[src/liu_map.svh]
// Register offsets, field positions, reset values and timing figures of
// the line interface global control block.
// Assumes a byte-addressed AXI4-Lite slave with one 32-bit word per register.
`ifndef LIU_MAP_SVH
`define LIU_MAP_SVH

// ============================================================
// Register byte offsets
`define LIU_CTRL_OFS      8'h00
`define LIU_STATUS_OFS    8'h04
`define LIU_MASK_OFS      8'h08
`define LIU_LOS_OFS       8'h0c
`define LIU_VIEW_OFS      8'h10

// ============================================================
// Control register fields
`define LIU_CTRL_AO_BIT   0
`define LIU_CTRL_GIE_BIT  1
`define LIU_CTRL_JA_LSB   2
`define LIU_CTRL_RATE_LSB 4
`define LIU_CTRL_WIDTH    6
`define LIU_CTRL_RST      6'h00

// ============================================================
// Reset values of the event registers
`define LIU_STATUS_RST    16'h0000
`define LIU_MASK_RST      16'h0000

// ============================================================
// Jitter attenuator figures, bandwidth in tenths of a hertz
`define LIU_JA_FIFO_SHORT 7'h20
`define LIU_JA_FIFO_LONG  7'h40
`define LIU_JA_BW_T1      7'h1e
`define LIU_JA_BW_E1      7'h64
`define LIU_JA_BW_E1_NAR  7'h0f

// ============================================================
// Clock figures in kHz
`define LIU_ACLK_KHZ      40000
`define LIU_E1_KHZ        2048
`define LIU_T1_KHZ        1544

// AXI responses
`define LIU_RESP_OKAY     2'h0
`define LIU_RESP_SLVERR   2'h2

`endif

[src/liu_pkg.sv]
// Types shared by the line interface global control block.
// Assumes liu_map.svh supplies the numeric constants.
`default_nettype none
package liu_pkg;

	// ============================================================
	// Jitter attenuator placement
	typedef enum logic [1:0] {
		LIU_JA_OFF    = 2'b00,
		LIU_JA_TX     = 2'b01,
		LIU_JA_RX     = 2'b10,
		LIU_JA_RX_NAR = 2'b11
	} liu_ja_t;

	// Common line rate of all channels
	typedef enum logic [1:0] {
		LIU_RATE_T1 = 2'b00,
		LIU_RATE_E1 = 2'b01,
		LIU_RATE_J1 = 2'b10
	} liu_rate_t;

endpackage
`default_nettype wire

[src/liu_ja_decode.sv]
// Jitter attenuator select decoder: FIFO depth and loop bandwidth.
// Assumes the caller registers the outputs.
`timescale 1ns/1ps
`default_nettype none
`include "liu_map.svh"

module liu_ja_decode
	import liu_pkg::*;
(
	// Select and rate
	input  wire liu_ja_t   sel,
	input  wire liu_rate_t rate,
	// Decoded figures
	output logic [6:0]     fifo_depth,
	output logic [6:0]     bw_dhz
);

	// ============================================================
	// Decode
	wire       is_e1_w  = (rate == LIU_RATE_E1);
	wire [6:0] wide_bw_w = is_e1_w ? `LIU_JA_BW_E1 : `LIU_JA_BW_T1;

	// Narrow mode only narrows E1; T1 keeps its single figure
	assign fifo_depth = (sel == LIU_JA_OFF)    ? 7'h00 :
	                    (sel == LIU_JA_RX_NAR) ? `LIU_JA_FIFO_LONG :
	                                             `LIU_JA_FIFO_SHORT;
	assign bw_dhz     = (sel == LIU_JA_OFF)    ? 7'h00 :
	                    (sel == LIU_JA_RX_NAR && is_e1_w) ? `LIU_JA_BW_E1_NAR :
	                                             wide_bw_w;

endmodule
`default_nettype wire

[src/liu_clk_synth.sv]
// Master clock output: follows the T1 reference in T1/J1, NCO in E1.
// Assumes the T1 reference input is synchronous to aclk.
`timescale 1ns/1ps
`default_nettype none
`include "liu_map.svh"

module liu_clk_synth
	import liu_pkg::*;
#(
	parameter int ACC_W = 16
)
(
	// Clock, reset, enable
	input  wire logic      aclk,
	input  wire logic      aresetn,
	input  wire logic      clk_en,
	// Rate and reference
	input  wire liu_rate_t rate,
	input  wire logic      t1_ref,
	// Synthesized clock
	output logic           clk_out
);

	// ============================================================
	// Elaboration check
	generate
		if (ACC_W < 8 || ACC_W > 24)
		begin : g_chk
			$error("ACC_W out of range");
		end
	endgenerate

	// E1 phase step; the NCO jitters by one aclk period, a trade for no PLL
	localparam logic [ACC_W-1:0] E1_INC =
		ACC_W'((64'(`LIU_E1_KHZ) << ACC_W) / 64'(`LIU_ACLK_KHZ));

	logic [ACC_W-1:0] acc_ff;
	logic             clk_out_ff;
	wire  [ACC_W-1:0] nxt_acc = acc_ff + E1_INC;
	wire              is_e1_w = (rate == LIU_RATE_E1);

	// ============================================================
	// Rate follows mode
	// T1 timing from external reference
	wire nxt_clk_out = is_e1_w ? nxt_acc[ACC_W-1] : t1_ref;

	// Phase accumulator and output flop
	always_ff @(posedge aclk)
	begin
		if (!aresetn)
		begin
			acc_ff     <= '0;
			clk_out_ff <= 1'b0;
		end
		else if (clk_en)
		begin
			acc_ff     <= nxt_acc;
			clk_out_ff <= nxt_clk_out;
		end
	end

	assign clk_out = clk_out_ff;
endmodule
`default_nettype wire

[src/liu_global_ctrl.sv]
// Global control of a multi-channel T1/E1/J1 line interface: all-ones on
// loss of signal, alarm interrupt, jitter attenuator and clock selection.
// Assumes straps and loss-of-signal inputs are synchronous to aclk.
//
// What this block does
// Hardware mode strap sends all-ones on loss
// Host mode control bit enables all-ones
// Alarm status change pulls interrupt low
// Reading status releases the interrupt
// No interrupt without global enable bit
// Interrupt pin drives low only
// Two-bit select sets path, bandwidth, FIFO
// Unconnected select defaults to disabled
// Master clock output at mode rate
// Outside supplies 1.544 MHz T1 reference
// All channels share one line rate
// Mode select low means host mode
// All-ones per channel, ends with loss
//
// The register offsets and the AXI4-Lite register port were chosen for this implementation.
`timescale 1ns/1ps
`default_nettype none
`include "liu_map.svh"

module liu_global_ctrl
	import liu_pkg::*;
#(
	parameter int NCH = 8
)
(
	// Clock, reset, enable
	input  wire logic            aclk,
	input  wire logic            aresetn,
	input  wire logic            clk_en,
	// AXI4-Lite write
	input  wire logic [7:0]      s_axi_awaddr,
	input  wire logic            s_axi_awvalid,
	output logic                 s_axi_awready,
	input  wire logic [31:0]     s_axi_wdata,
	input  wire logic [3:0]      s_axi_wstrb,
	input  wire logic            s_axi_wvalid,
	output logic                 s_axi_wready,
	output logic [1:0]           s_axi_bresp,
	output logic                 s_axi_bvalid,
	input  wire logic            s_axi_bready,
	// AXI4-Lite read
	input  wire logic [7:0]      s_axi_araddr,
	input  wire logic            s_axi_arvalid,
	output logic                 s_axi_arready,
	output logic [31:0]          s_axi_rdata,
	output logic [1:0]           s_axi_rresp,
	output logic                 s_axi_rvalid,
	input  wire logic            s_axi_rready,
	// Straps
	input  wire logic            config_mode_select,
	input  wire logic            auto_all_ones_on_los,
	input  wire logic            jitter_path_select_lsb,
	input  wire logic            jitter_path_select_msb,
	input  wire logic [1:0]      line_rate_strap,
	// Line side
	input  wire logic [NCH-1:0]  channel_los,
	output logic [NCH-1:0]       tx_all_ones,
	// Clocks
	input  wire logic            t1_reference_clock_in,
	output logic                 synth_master_clock_out,
	// Jitter attenuator setting
	output liu_ja_t              jitter_path,
	output logic [6:0]           jitter_fifo_depth,
	output logic [6:0]           jitter_bw_dhz,
	// Open-drain interrupt
	output logic                 int_n_out,
	output logic                 int_n_oe
);

	// ============================================================
	// Elaboration check
	generate
		if (NCH < 1 || NCH > 16)
		begin : g_chk
			$error("NCH must be 1 to 16");
		end
	endgenerate

	// Byte-lane merge, shared by control and mask writes
	function automatic logic [31:0] merge(input logic [31:0] old_v,
		input logic [31:0] new_v, input logic [3:0] strb);
		logic [31:0] r;
		r = old_v;
		for (int i = 0; i < 4; i++)
		begin
			if (strb[i])
				r[i*8 +: 8] = new_v[i*8 +: 8];
		end
		return r;
	endfunction

	// Unused rate code folds onto T1 so only legal rates leave the block
	function automatic liu_rate_t fix_rate(input logic [1:0] code);
		return (code == 2'b11) ? LIU_RATE_T1 : liu_rate_t'(code);
	endfunction

	// ============================================================
	// Registers
	logic [`LIU_CTRL_WIDTH-1:0] ctrl_ff;
	logic [15:0]                status_ff;
	logic [15:0]                mask_ff;
	logic [NCH-1:0]             los_prev_ff;
	logic [NCH-1:0]             tx_all_ones_ff;
	logic                       int_n_oe_ff;
	logic                       int_n_out_ff;
	liu_ja_t                    ja_path_ff;
	logic [6:0]                 ja_depth_ff;
	logic [6:0]                 ja_bw_ff;
	logic                       aw_hold_ff;
	logic                       w_hold_ff;
	logic [7:0]                 awaddr_ff;
	logic [31:0]                wdata_ff;
	logic [3:0]                 wstrb_ff;
	logic                       awready_ff;
	logic                       wready_ff;
	logic                       bvalid_ff;
	logic [1:0]                 bresp_ff;
	logic                       arready_ff;
	logic                       rvalid_ff;
	logic [31:0]                rdata_ff;
	logic [1:0]                 rresp_ff;

	// ============================================================
	// Mode selection
	// Low pin selects host mode
	wire host_w = ~config_mode_select;

	// Host bit replaces strap
	wire ao_en_w = host_w ? ctrl_ff[`LIU_CTRL_AO_BIT] : auto_all_ones_on_los;

	// Jitter select source
	// Control reset value selects disabled
	wire liu_ja_t ja_sel_w = host_w ?
		liu_ja_t'(ctrl_ff[`LIU_CTRL_JA_LSB +: 2]) :
		liu_ja_t'({jitter_path_select_msb, jitter_path_select_lsb});

	// One rate for every channel
	wire liu_rate_t rate_w = host_w ?
		fix_rate(ctrl_ff[`LIU_CTRL_RATE_LSB +: 2]) : fix_rate(line_rate_strap);

	// Interrupt only with global enable
	wire irq_allow_w = host_w & ctrl_ff[`LIU_CTRL_GIE_BIT];

	// ============================================================
	// Jitter decode and clock synthesizer
	wire [6:0] ja_depth_w;
	wire [6:0] ja_bw_w;

	liu_ja_decode u_ja
	(
		.sel        (ja_sel_w),
		.rate       (rate_w),
		.fifo_depth (ja_depth_w),
		.bw_dhz     (ja_bw_w)
	);

	liu_clk_synth u_clk
	(
		.aclk    (aclk),
		.aresetn (aresetn),
		.clk_en  (clk_en),
		.rate    (rate_w),
		.t1_ref  (t1_reference_clock_in),
		.clk_out (synth_master_clock_out)
	);

	// ============================================================
	// AXI handshakes; a write commits once address and data are both held
	wire aw_fire_w = s_axi_awvalid & awready_ff;
	wire w_fire_w  = s_axi_wvalid & wready_ff;
	wire wr_do_w   = aw_hold_ff & w_hold_ff & ~bvalid_ff;
	wire ar_fire_w = s_axi_arvalid & arready_ff;

	wire nxt_aw_hold = (aw_hold_ff | aw_fire_w) & ~wr_do_w;
	wire nxt_w_hold  = (w_hold_ff | w_fire_w) & ~wr_do_w;
	wire nxt_bvalid  = wr_do_w | (bvalid_ff & ~s_axi_bready);
	wire nxt_rvalid  = ar_fire_w | (rvalid_ff & ~s_axi_rready);

	// Write decode
	wire [5:0] wr_idx_w  = awaddr_ff[7:2];
	wire       wr_ctrl_w = wr_do_w & (wr_idx_w == `LIU_CTRL_OFS >> 2);
	wire       wr_stat_w = wr_do_w & (wr_idx_w == `LIU_STATUS_OFS >> 2);
	wire       wr_mask_w = wr_do_w & (wr_idx_w == `LIU_MASK_OFS >> 2);
	wire       wr_ok_w   = wr_ctrl_w | wr_stat_w | wr_mask_w;

	// Read decode; live and view registers are read only
	wire [5:0] rd_idx_w  = s_axi_araddr[7:2];
	wire       rd_ctrl_w = (rd_idx_w == `LIU_CTRL_OFS >> 2);
	wire       rd_stat_w = (rd_idx_w == `LIU_STATUS_OFS >> 2);
	wire       rd_mask_w = (rd_idx_w == `LIU_MASK_OFS >> 2);
	wire       rd_los_w  = (rd_idx_w == `LIU_LOS_OFS >> 2);
	wire       rd_view_w = (rd_idx_w == `LIU_VIEW_OFS >> 2);
	wire       rd_ok_w   = rd_ctrl_w | rd_stat_w | rd_mask_w | rd_los_w |
	                       rd_view_w;
	wire [31:0] view_w   = {26'h0, rate_w, ja_sel_w, host_w, ao_en_w};
	wire [31:0] nxt_rdata =
		rd_ctrl_w ? {26'h0000000, ctrl_ff} :
		rd_stat_w ? {16'h0000, status_ff} :
		rd_mask_w ? {16'h0000, mask_ff} :
		rd_los_w  ? 32'(channel_los) :
		rd_view_w ? view_w : 32'h00000000;

	// ============================================================
	// Alarm events
	// Only implemented channels may hold status or mask bits
	wire [NCH-1:0] ones_w = '1;
	wire [15:0] los_chg_w = 16'(channel_los ^ los_prev_ff);
	wire [15:0] chan_w    = 16'(ones_w);

	// A status read clears what it returned
	wire [15:0] rd_clr_w  = (ar_fire_w & rd_stat_w) ? status_ff : 16'h0000;
	wire [15:0] wr_clr_w  = wr_stat_w ? wdata_ff[15:0] : 16'h0000;

	// Any change sets a sticky bit; a set beats a clear
	wire [15:0] nxt_status =
		((status_ff & ~(rd_clr_w | wr_clr_w)) | los_chg_w) & chan_w;

	// Merged words are cut to the register widths on purpose
	wire [31:0] ctrl_mrg_w = merge(32'(ctrl_ff), wdata_ff, wstrb_ff);
	wire [31:0] mask_mrg_w = merge({16'h0000, mask_ff}, wdata_ff, wstrb_ff);
	wire [`LIU_CTRL_WIDTH-1:0] nxt_ctrl = ctrl_mrg_w[`LIU_CTRL_WIDTH-1:0];
	wire [15:0] nxt_mask = mask_mrg_w[15:0] & chan_w;

	// Strap or control bit gates loss per channel
	// Insertion tracks each channel's loss
	wire [NCH-1:0] nxt_all_ones = channel_los & {NCH{ao_en_w}};

	// Low while an enabled status bit stands
	// Global enable gates the output
	wire nxt_int_oe = irq_allow_w & |(status_ff & mask_ff);

	// ============================================================
	// AXI slave state
	always_ff @(posedge aclk)
	begin
		if (!aresetn)
		begin
			aw_hold_ff <= 1'b0;
			w_hold_ff  <= 1'b0;
			awready_ff <= 1'b0;
			wready_ff  <= 1'b0;
			bvalid_ff  <= 1'b0;
			arready_ff <= 1'b0;
			rvalid_ff  <= 1'b0;
		end
		else if (clk_en)
		begin
			aw_hold_ff <= nxt_aw_hold;
			w_hold_ff  <= nxt_w_hold;
			awready_ff <= ~nxt_aw_hold & ~nxt_bvalid;
			wready_ff  <= ~nxt_w_hold & ~nxt_bvalid;
			bvalid_ff  <= nxt_bvalid;
			arready_ff <= ~nxt_rvalid;
			rvalid_ff  <= nxt_rvalid;
		end
	end

	// AXI payload capture; held data and responses are also cleared on reset
	always_ff @(posedge aclk)
	begin
		if (!aresetn)
		begin
			awaddr_ff <= 8'h00;
			wdata_ff  <= 32'h00000000;
			wstrb_ff  <= 4'h0;
			bresp_ff  <= `LIU_RESP_OKAY;
			rdata_ff  <= 32'h00000000;
			rresp_ff  <= `LIU_RESP_OKAY;
		end
		else if (clk_en)
		begin
			if (aw_fire_w)
				awaddr_ff <= s_axi_awaddr;
			if (w_fire_w)
			begin
				wdata_ff <= s_axi_wdata;
				wstrb_ff <= s_axi_wstrb;
			end
			if (wr_do_w)
				bresp_ff <= wr_ok_w ? `LIU_RESP_OKAY : `LIU_RESP_SLVERR;
			if (ar_fire_w)
			begin
				rdata_ff <= nxt_rdata;
				rresp_ff <= rd_ok_w ? `LIU_RESP_OKAY : `LIU_RESP_SLVERR;
			end
		end
	end

	// ============================================================
	// Control, events and outputs
	always_ff @(posedge aclk)
	begin
		if (!aresetn)
		begin
			ctrl_ff        <= `LIU_CTRL_RST;
			status_ff      <= `LIU_STATUS_RST;
			mask_ff        <= `LIU_MASK_RST;
			los_prev_ff    <= '0;
			tx_all_ones_ff <= '0;
			int_n_oe_ff    <= 1'b0;
			int_n_out_ff   <= 1'b0;
			ja_path_ff     <= LIU_JA_OFF;
			ja_depth_ff    <= 7'h00;
			ja_bw_ff       <= 7'h00;
		end
		else if (clk_en)
		begin
			if (wr_ctrl_w)
				ctrl_ff <= nxt_ctrl;
			if (wr_mask_w)
				mask_ff <= nxt_mask[15:0];
			status_ff      <= nxt_status;
			los_prev_ff    <= channel_los;
			tx_all_ones_ff <= nxt_all_ones;
			// Only the low level is driven
			int_n_out_ff   <= 1'b0;
			int_n_oe_ff    <= nxt_int_oe;
			ja_path_ff     <= ja_sel_w;
			ja_depth_ff    <= ja_depth_w;
			ja_bw_ff       <= ja_bw_w;
		end
	end

	// Port assignments
	assign s_axi_awready     = awready_ff;
	assign s_axi_wready      = wready_ff;
	assign s_axi_bvalid      = bvalid_ff;
	assign s_axi_bresp       = bresp_ff;
	assign s_axi_arready     = arready_ff;
	assign s_axi_rvalid      = rvalid_ff;
	assign s_axi_rdata       = rdata_ff;
	assign s_axi_rresp       = rresp_ff;
	assign tx_all_ones       = tx_all_ones_ff;
	assign int_n_out         = int_n_out_ff;
	assign int_n_oe          = int_n_oe_ff;
	assign jitter_path       = ja_path_ff;
	assign jitter_fifo_depth = ja_depth_ff;
	assign jitter_bw_dhz     = ja_bw_ff;
endmodule
`default_nettype wire

[config.mk]
export PLATFORM = sky130hd
export DESIGN_NAME = liu_global_ctrl
export DESIGN_NICKNAME = d
export VERILOG_FILES = /design/src/liu_pkg.sv /design/src/liu_ja_decode.sv /design/src/liu_clk_synth.sv /design/src/liu_global_ctrl.sv
export VERILOG_INCLUDE_DIRS = /design/src
export SDC_FILE = /design/constraint.sdc
export NUM_CORES = 1
export LEC_CHECK = 0
export ABC_AREA = 1
export BUFFER_PORTS_ARGS = -buffer_cell sky130_fd_sc_hd__buf_2
export CELL_PAD_IN_SITES_DETAIL_PLACEMENT = 1
export CELL_PAD_IN_SITES_GLOBAL_PLACEMENT = 1
export CORE_ASPECT_RATIO = 2
export CORE_MARGIN = 3
export CORE_UTILIZATION = 40
export CTS_BUF_LIST = sky130_fd_sc_hd__clkbuf_4 sky130_fd_sc_hd__clkbuf_8
export DETAILED_ROUTE_END_ITERATION = 6
export PLACE_DENSITY_LB_ADDON = 0.1
export RECOVER_POWER = 25
export SLEW_MARGIN = 20
export SYNTH_ARGS = -nofsm -noshare
export SYNTH_HDL_FRONTEND = slang
export SYNTH_SLANG_ARGS = --single-unit
[constraint.sdc]
create_clock -name aclk -period 2 [get_ports aclk]
set_input_delay 0.2 -clock aclk [delete_from_list [all_inputs] [get_ports aclk]]
set_output_delay 0.2 -clock aclk [all_outputs]
set_load 0.01 [all_outputs]
==> results of run 1 <==
==> where the power goes <==
part           internal, mW  switching [mW]
combinational         0.150           0.307
sequential             2.01          0.0595
clock                 0.595           0.698
==> logic make-up after synthesis <==
| family | synth area share, % |
|---|---|
| buffers and inverters | 14.4 |
| AOI/OAI and AO/OA | 21.8 |
| DFF | 41.8 |
| and+or+nand+nor | 20.9 |
| other | 0.0808 |
| adders and majority gates | 0.809 |
| xor gates and xnor gates | 0.189 |
==> critical path, cell delays in order (launching register included) <==
cell and delay (ns):
dfxtp_1 0.39, nand3_1 0.14, nor2_2 0.17, nand2_2 0.11
nor2_2 0.11, nand3_2 0.24, o21ai_0 0.29, a21oi_1 0.06
==> synthesized netlist by cell type, drive strengths merged <==
library cell    n
nand2         130
a21oi         106
dfxtp          97
inv            79
o21ai          65
nor2           48
buf            47
nand3          35
clkbuf         14
a211oi          6
nor3            5
o211ai          5
nand4           4
ha              3
o21a            3
o31ai           3
o22ai           2
a31oi           1
and2            1
and3            1
conb            1
o2111ai         1
xor2            1
==> flip-flops by register name, indices dropped and copies added, names as in the netlist, 5 cells and up <==
signal and count:
status_ff 8, u_clk.acc_ff 16, awaddr_ff 6, mask_ff 8, jitter_bw_dhz 5, wdata_ff 8, los_prev_ff 8, ctrl_ff 6
tx_all_ones 8, s_axi_rdata 8
==> routing by layer <==
layer / up-vias / global-route usage, %
met3: 20 / 3.17
li1: 2216 / -
met5: - / 0
met1: 2092 / 22.5
met2: 91 / 38.4
met4: 0 / 10.1
==> final timing paths <==
| check | start | end | slack (ns) |
|---|---|---|---|
| setup / recovery | w_hold_ff | mask_ff[5] | 0.37 |
| hold / removal | s_axi_rready | s_axi_arready | 0.11 |
| setup reg to reg | w_hold_ff | mask_ff[5] | 0.37 |
| hold reg to reg | awaddr_ff[6] | awaddr_ff[6] | 0.46 |
==> area by class of cell <==
type | count | area (um^2) | share of cell area, %
clock buffers | 10 | 131 | 2.52
well taps | 142 | 178 | 3.41
inverters | 79 | 297 | 5.69
multi-input cells | 452 | 2140 | 41.1
clock inverters | 6 | 66.3 | 1.27
flip-flops and latches | 97 | 1940 | 37.3
repair buffers | 87 | 455 | 8.74
==> impl_results.md, run 1 <==
- Critical Path RT: 2.25 ns
- DIE AREA: 13000 um^2
- CORE AREA: 11400 um^2
- RD Place Congestion: 0.786
- Wire length per cell: 15.0 um
- Most common cell after layout, fill and taps aside: nand2_1
- Area added between synthesis and finish: 12.3%
- Hold_ws: 0.107 ns
- IO Port Bufs: 79
- Placed cell area: 5040 um^2
- DRC viols: 0
- Most frequent cells in the layout: nand2_1, a21oi_1, dfxtp_1
- Synth cell types: 33
- Die Wd: 82.2 um
- CP max FO: 16
- CTS Hold Bufs: 0
- Final HPWL DP: 10200 um
- Placement Setup Slack: 0.270 ns
- CTS resizes: 0
- Detailed-router iteration count before antenna repair: 4
- Post-route cell area: 5210 um^2
- Worst EP arrival: 1.88 ns
- Hold Path Class: in2reg
- Hold Path Depth: 3
- Final Hold Viols: 0
- Largest cells by area after synthesis: dfxtp_1, a21oi_1, nand2_1, o21ai_0, inv_1
- Post CTS Setup Buffer Count: 0
- Type of origin of the critical path: flop
- Placed Cells: 857
- CTS clock-pin slew for the worst setup and hold paths: 0.10 ns
- Avg Inst Size Synth: 7.05 um^2
- Total negative slack: 0 ns
- Status: completed
- Final setup vio count: 0
- Period utilization: 81.5%
- CTS root buffer: clkbuf_8
- GR Overflow Total: 0
- CTS tree: done
- Initial antenna violation count: 0
- Final Max Tran Viols: 0
- Number of global-route vias before repair: 4501
- Worst setup margin: 0.369 ns
- Met3 routed WL: 534 um
- Highest routed layer: met4
- N_diodes: 0
- CTS sink count: 97
- GRT Total Usage: 20.9%
- # IOs: 143
- RSZ-0062 raised after global routing: false
- Latest clock arrival within the worst-skew pair: 0.36 ns
- Total CTS buffers: 9
- MaxCap Viol Count: 0
- Power Density: 733 nW/um^2
- Layout cells sized above 1: 13.0%
- Max transition margin: 56.2%
- Leak pwr: 2.23 nW
- Longest Clk Path Bufs: 2
- WL met1: 4970 um
- Crit end category: flop
- Initial Util: 40.9%
- Skew final: 0.00982 ns
- Finished Layout Cells: 873
- Row cnt: 55
- Via Count: 4419
- Synth Instances: 658
- Die H: 158 um
- Yosys top cell area share: 41.8%
- Leading area contributor after synthesis: dfxtp_1
- Met2 wire len: 7070 um
- Cell area after synthesis: 4640 um^2
- Via/cell ratio: 5.06
- Final core occ: 45.9%
- Crit path time final: 1.63 ns
- Max IR drop VDD: 460 uV
- Tot Pwr: 3.82 mW
- Setup Crit Path Kind: reg2reg
- Synth warnings: 0
- # H-tree levels: 3
- Largest net degree at the start of global routing: 41
- Drt initial violations: 127
- First-pass GRT wire length: 21100 um
- WL final: 13100 um
- Final net count: 804
- F_max: 613 MHz
- Number of fill cells in the layout: 1568
- Tightest Pin Transition: 0.655 ns
- Register-to-Register Path Depth: 7
- Sequential cell area fraction in the yosys report: 41.8%
- Antenna-violating nets left: 0
- Seq cells post-synth: 97
Note: power is estimated with default switching activity, not from simulation.
==> run 2: changes to the inputs <==
--- a/config.mk
+++ b/config.mk
@@ -12,7 +12,7 @@
 export CELL_PAD_IN_SITES_GLOBAL_PLACEMENT = 1
 export CORE_ASPECT_RATIO = 2
 export CORE_MARGIN = 3
-export CORE_UTILIZATION = 40
+export CORE_UTILIZATION = 33
 export CTS_BUF_LIST = sky130_fd_sc_hd__clkbuf_4 sky130_fd_sc_hd__clkbuf_8
 export DETAILED_ROUTE_END_ITERATION = 6
 export PLACE_DENSITY_LB_ADDON = 0.1
==> constraint.sdc (replaced) <==
create_clock -name aclk -period 1.3 [get_ports aclk]
set_input_delay 0.13 -clock aclk [delete_from_list [all_inputs] [get_ports aclk]]
set_output_delay 0.13 -clock aclk [all_outputs]
set_load 0.01 [all_outputs]
==> run 2 against run 1 <==
Net effect: the run now ends with negative setup slack left; worst setup slack lost 0.49 ns; via count grew 7.7%; hold slack lost 0.070 ns; critical path type unchanged; register-to-register slack lost 0.49 ns; global-route usage shrank 1.0 points; routed wire length grew 21%; cell count grew 15%; first-iteration DRC count shrank 13%; sequential cell count is the same; non-clock buffer count grew 84; sequential share of layout area shrank 6.8 points.
==> impl_results.md, run 2 (synthesis results as in run 1) <==
- Most flops, register: u_clk.acc_ff
- CP max FO: 6 (-10)
- Largest net degree at the start of global routing: 48 (+17%)
- MaxCap Viol Count: 0 (unchanged)
- Antenna-violating nets left: 0 (unchanged)
- CTS sink count: 97 (unchanged)
- Placed Cells: 970 (+13%)
- # H-tree levels: 3 (unchanged)
- Wire length per cell: 15.7 um (+4.9%)
- Critical Path RT: 1.60 ns (-0.65 ns)
- Final Hold Viols: 0 (unchanged)
- Number of global-route vias before repair: 5007 (+11%)
- DRC viols: 0 (unchanged)
- Register area: 1960 um^2 (+0.84%)
- Detailed-router iteration count before antenna repair: 4 (unchanged)
- Row cnt: 60 (+9.1%)
- Area added between synthesis and finish: 38.7%
- Final Max Tran Viols: 0 (unchanged)
- Drt initial violations: 111 (-13%)
- F_max: 705 MHz (+15%)
- Layout cells sized above 1: 36.0% (+23 points)
- Initial antenna violation count: 0 (unchanged)
- Latest clock arrival within the worst-skew pair: 0.37 ns (about the same)
- Worst EP arrival: 1.72 ns (-0.16 ns)
- Longest Clk Path Bufs: 2 (unchanged)
- Skew final: 0.0131 ns (+0.00328 ns)
- Tot Pwr: 6.14 mW (+61%)
- GRT Total Usage: 19.8% (-1.0 points)
- Worst setup margin: -0.118 ns (-0.487 ns)
- Type of origin of the critical path: flop
- Setup Crit Path Kind: reg2reg
- Finished Layout Cells: 1003 (+15%)
- Leak pwr: 2.80 nW (+26%)
- Most common cell after layout, fill and taps aside: nand2_1
- CORE AREA: 13600 um^2 (+20%)
- CTS tree: done
- Power Density: 954 nW/um^2 (+30%)
- Max reg flops: 16 (unchanged)
- Die Wd: 89.9 um (+9.4%)
- First-pass GRT wire length: 25000 um (+18%)
- # IOs: 143 (unchanged)
- Max transition margin: 62.7% (+6.5 points)
- DIE AREA: 15600 um^2 (+20%)
- RD Place Congestion: 0.874 (+11%)
- Final net count: 890 (+11%)
- CTS root buffer: clkbuf_8
- N_diodes: 0 (unchanged)
- Tightest Pin Transition: 0.559 ns (-0.0962 ns)
- CTS clock-pin slew for the worst setup and hold paths: 0.10 ns (about the same)
- RSZ-0062 raised after global routing: true
- Via Count: 4760 (+7.7%)
- Final core occ: 47.4% (+1.5 points)
- Crit end category: flop
- Final setup vio count: 33 (+33)
- Total CTS buffers: 9 (unchanged)
- Initial Util: 34.2% (-6.7 points)
- Period utilization: 109% (+28 points)
- Number of fill cells in the layout: 1741 (+11%)
- Max IR drop VDD: 444 uV (-3.6%)
- Hold Path Class: in2reg
- GR Overflow Total: 0 (unchanged)
- Die H: 174 um (+9.7%)
- WL final: 15700 um (+21%)
- Crit path time final: 1.42 ns (-0.213 ns)
- Most frequent cells in the layout: nand2_1, a21oi_1, dfxtp_1
- IO Port Bufs: 79 (unchanged)
- Final HPWL DP: 11800 um (+15%)
- Via/cell ratio: 4.75 (-6.2%)
- Violated checks: negative setup slack
- Status: finished, violations left
- Multi-input logic area: 2630 um^2 (+23%)
- Hold_ws: 0.0374 ns (-0.0697 ns)
==> run 2: cell types whose count changed in the layout (fill, tap and decap cells not counted), moves of 10 or more <==
cell      delta
nand3_1     -12
clkbuf_1    -10
dfxtp_2     +10
a21oi_2     +16
inv_1       -12
dfxtp_1     -11
buf_4       +72
o21ai_2     +15
o21ai_0     -19
nand2_1     -17
a21oi_1     -17
nand2_2     +11
==> run 2: area by class of cell <==
| class | instances | share of cell area, % |
|---|---|---|
| Sequential cell | 97 | 30.4 |
| Tap cell | 186 | 3.62 |
| Inverter | 79 | 4.72 |
| Clock buffer | 10 | 2.14 |
| Timing Repair Buffer | 171 | 17.7 |
| Multi-Input combinational cell | 454 | 40.8 |
| Clock inverter | 6 | 0.642 |
==> run 2: repair_timing <==
action	in CTS	in global routing
resized for setup	81	77
gates cloned	1	1
endpoints found under the setup margin	43	47
pin swaps	21	32
buffers inserted	7	8
hold buffers	0	0
==> run 2: path summary, 6_finish.rpt <==
kind	start	to	slack [ns]	depth (start not counted)
max	s_axi_bvalid	mask_ff[5]	-0.12	8
min	s_axi_rready	s_axi_arready	0.04	3
max reg2reg	s_axi_bvalid	mask_ff[5]	-0.12	8
min reg2reg	tx_all_ones[4]	tx_all_ones[4]	0.47	2
==> run 2: critical path, cell delays in order (launching register included) <==
cell	delay, ns
dfxtp_2	0.34
inv_2	0.07
nand3_4	0.08
nor2_4	0.18
nand2_4	0.10
nor2_4	0.16
nand3_4	0.15
buf_6	0.17
a21oi_2	0.11
==> run 2: per-layer routing <==
metal	part of all wire [%]	GRT usage [%]
met2	57	39.7
met5	0	0
met1	37	20.3
met4	2.8	6.65
met3	3.4	3.30
==> run 2: power breakdown <==
part           internal (mW)  switching [mW]
logic                  0.425           0.615
registers               3.10           0.104
clock network          0.758            1.13
total                   4.29            1.85
==> run 2: stage by stage <==
step / setup WS [ns] / TNS (ns) / cell area, um^2
floorplan: 0.0106 / 0 / 4770
global placement: -0.232 / -3.06 / 5660
detailed placement: -0.247 / -5.62 / 5660
CTS: -0.113 / -0.896 / 6140
global route: -0.221 / -5.99 / 6440
finish: -0.118 / -1.74 / 6440
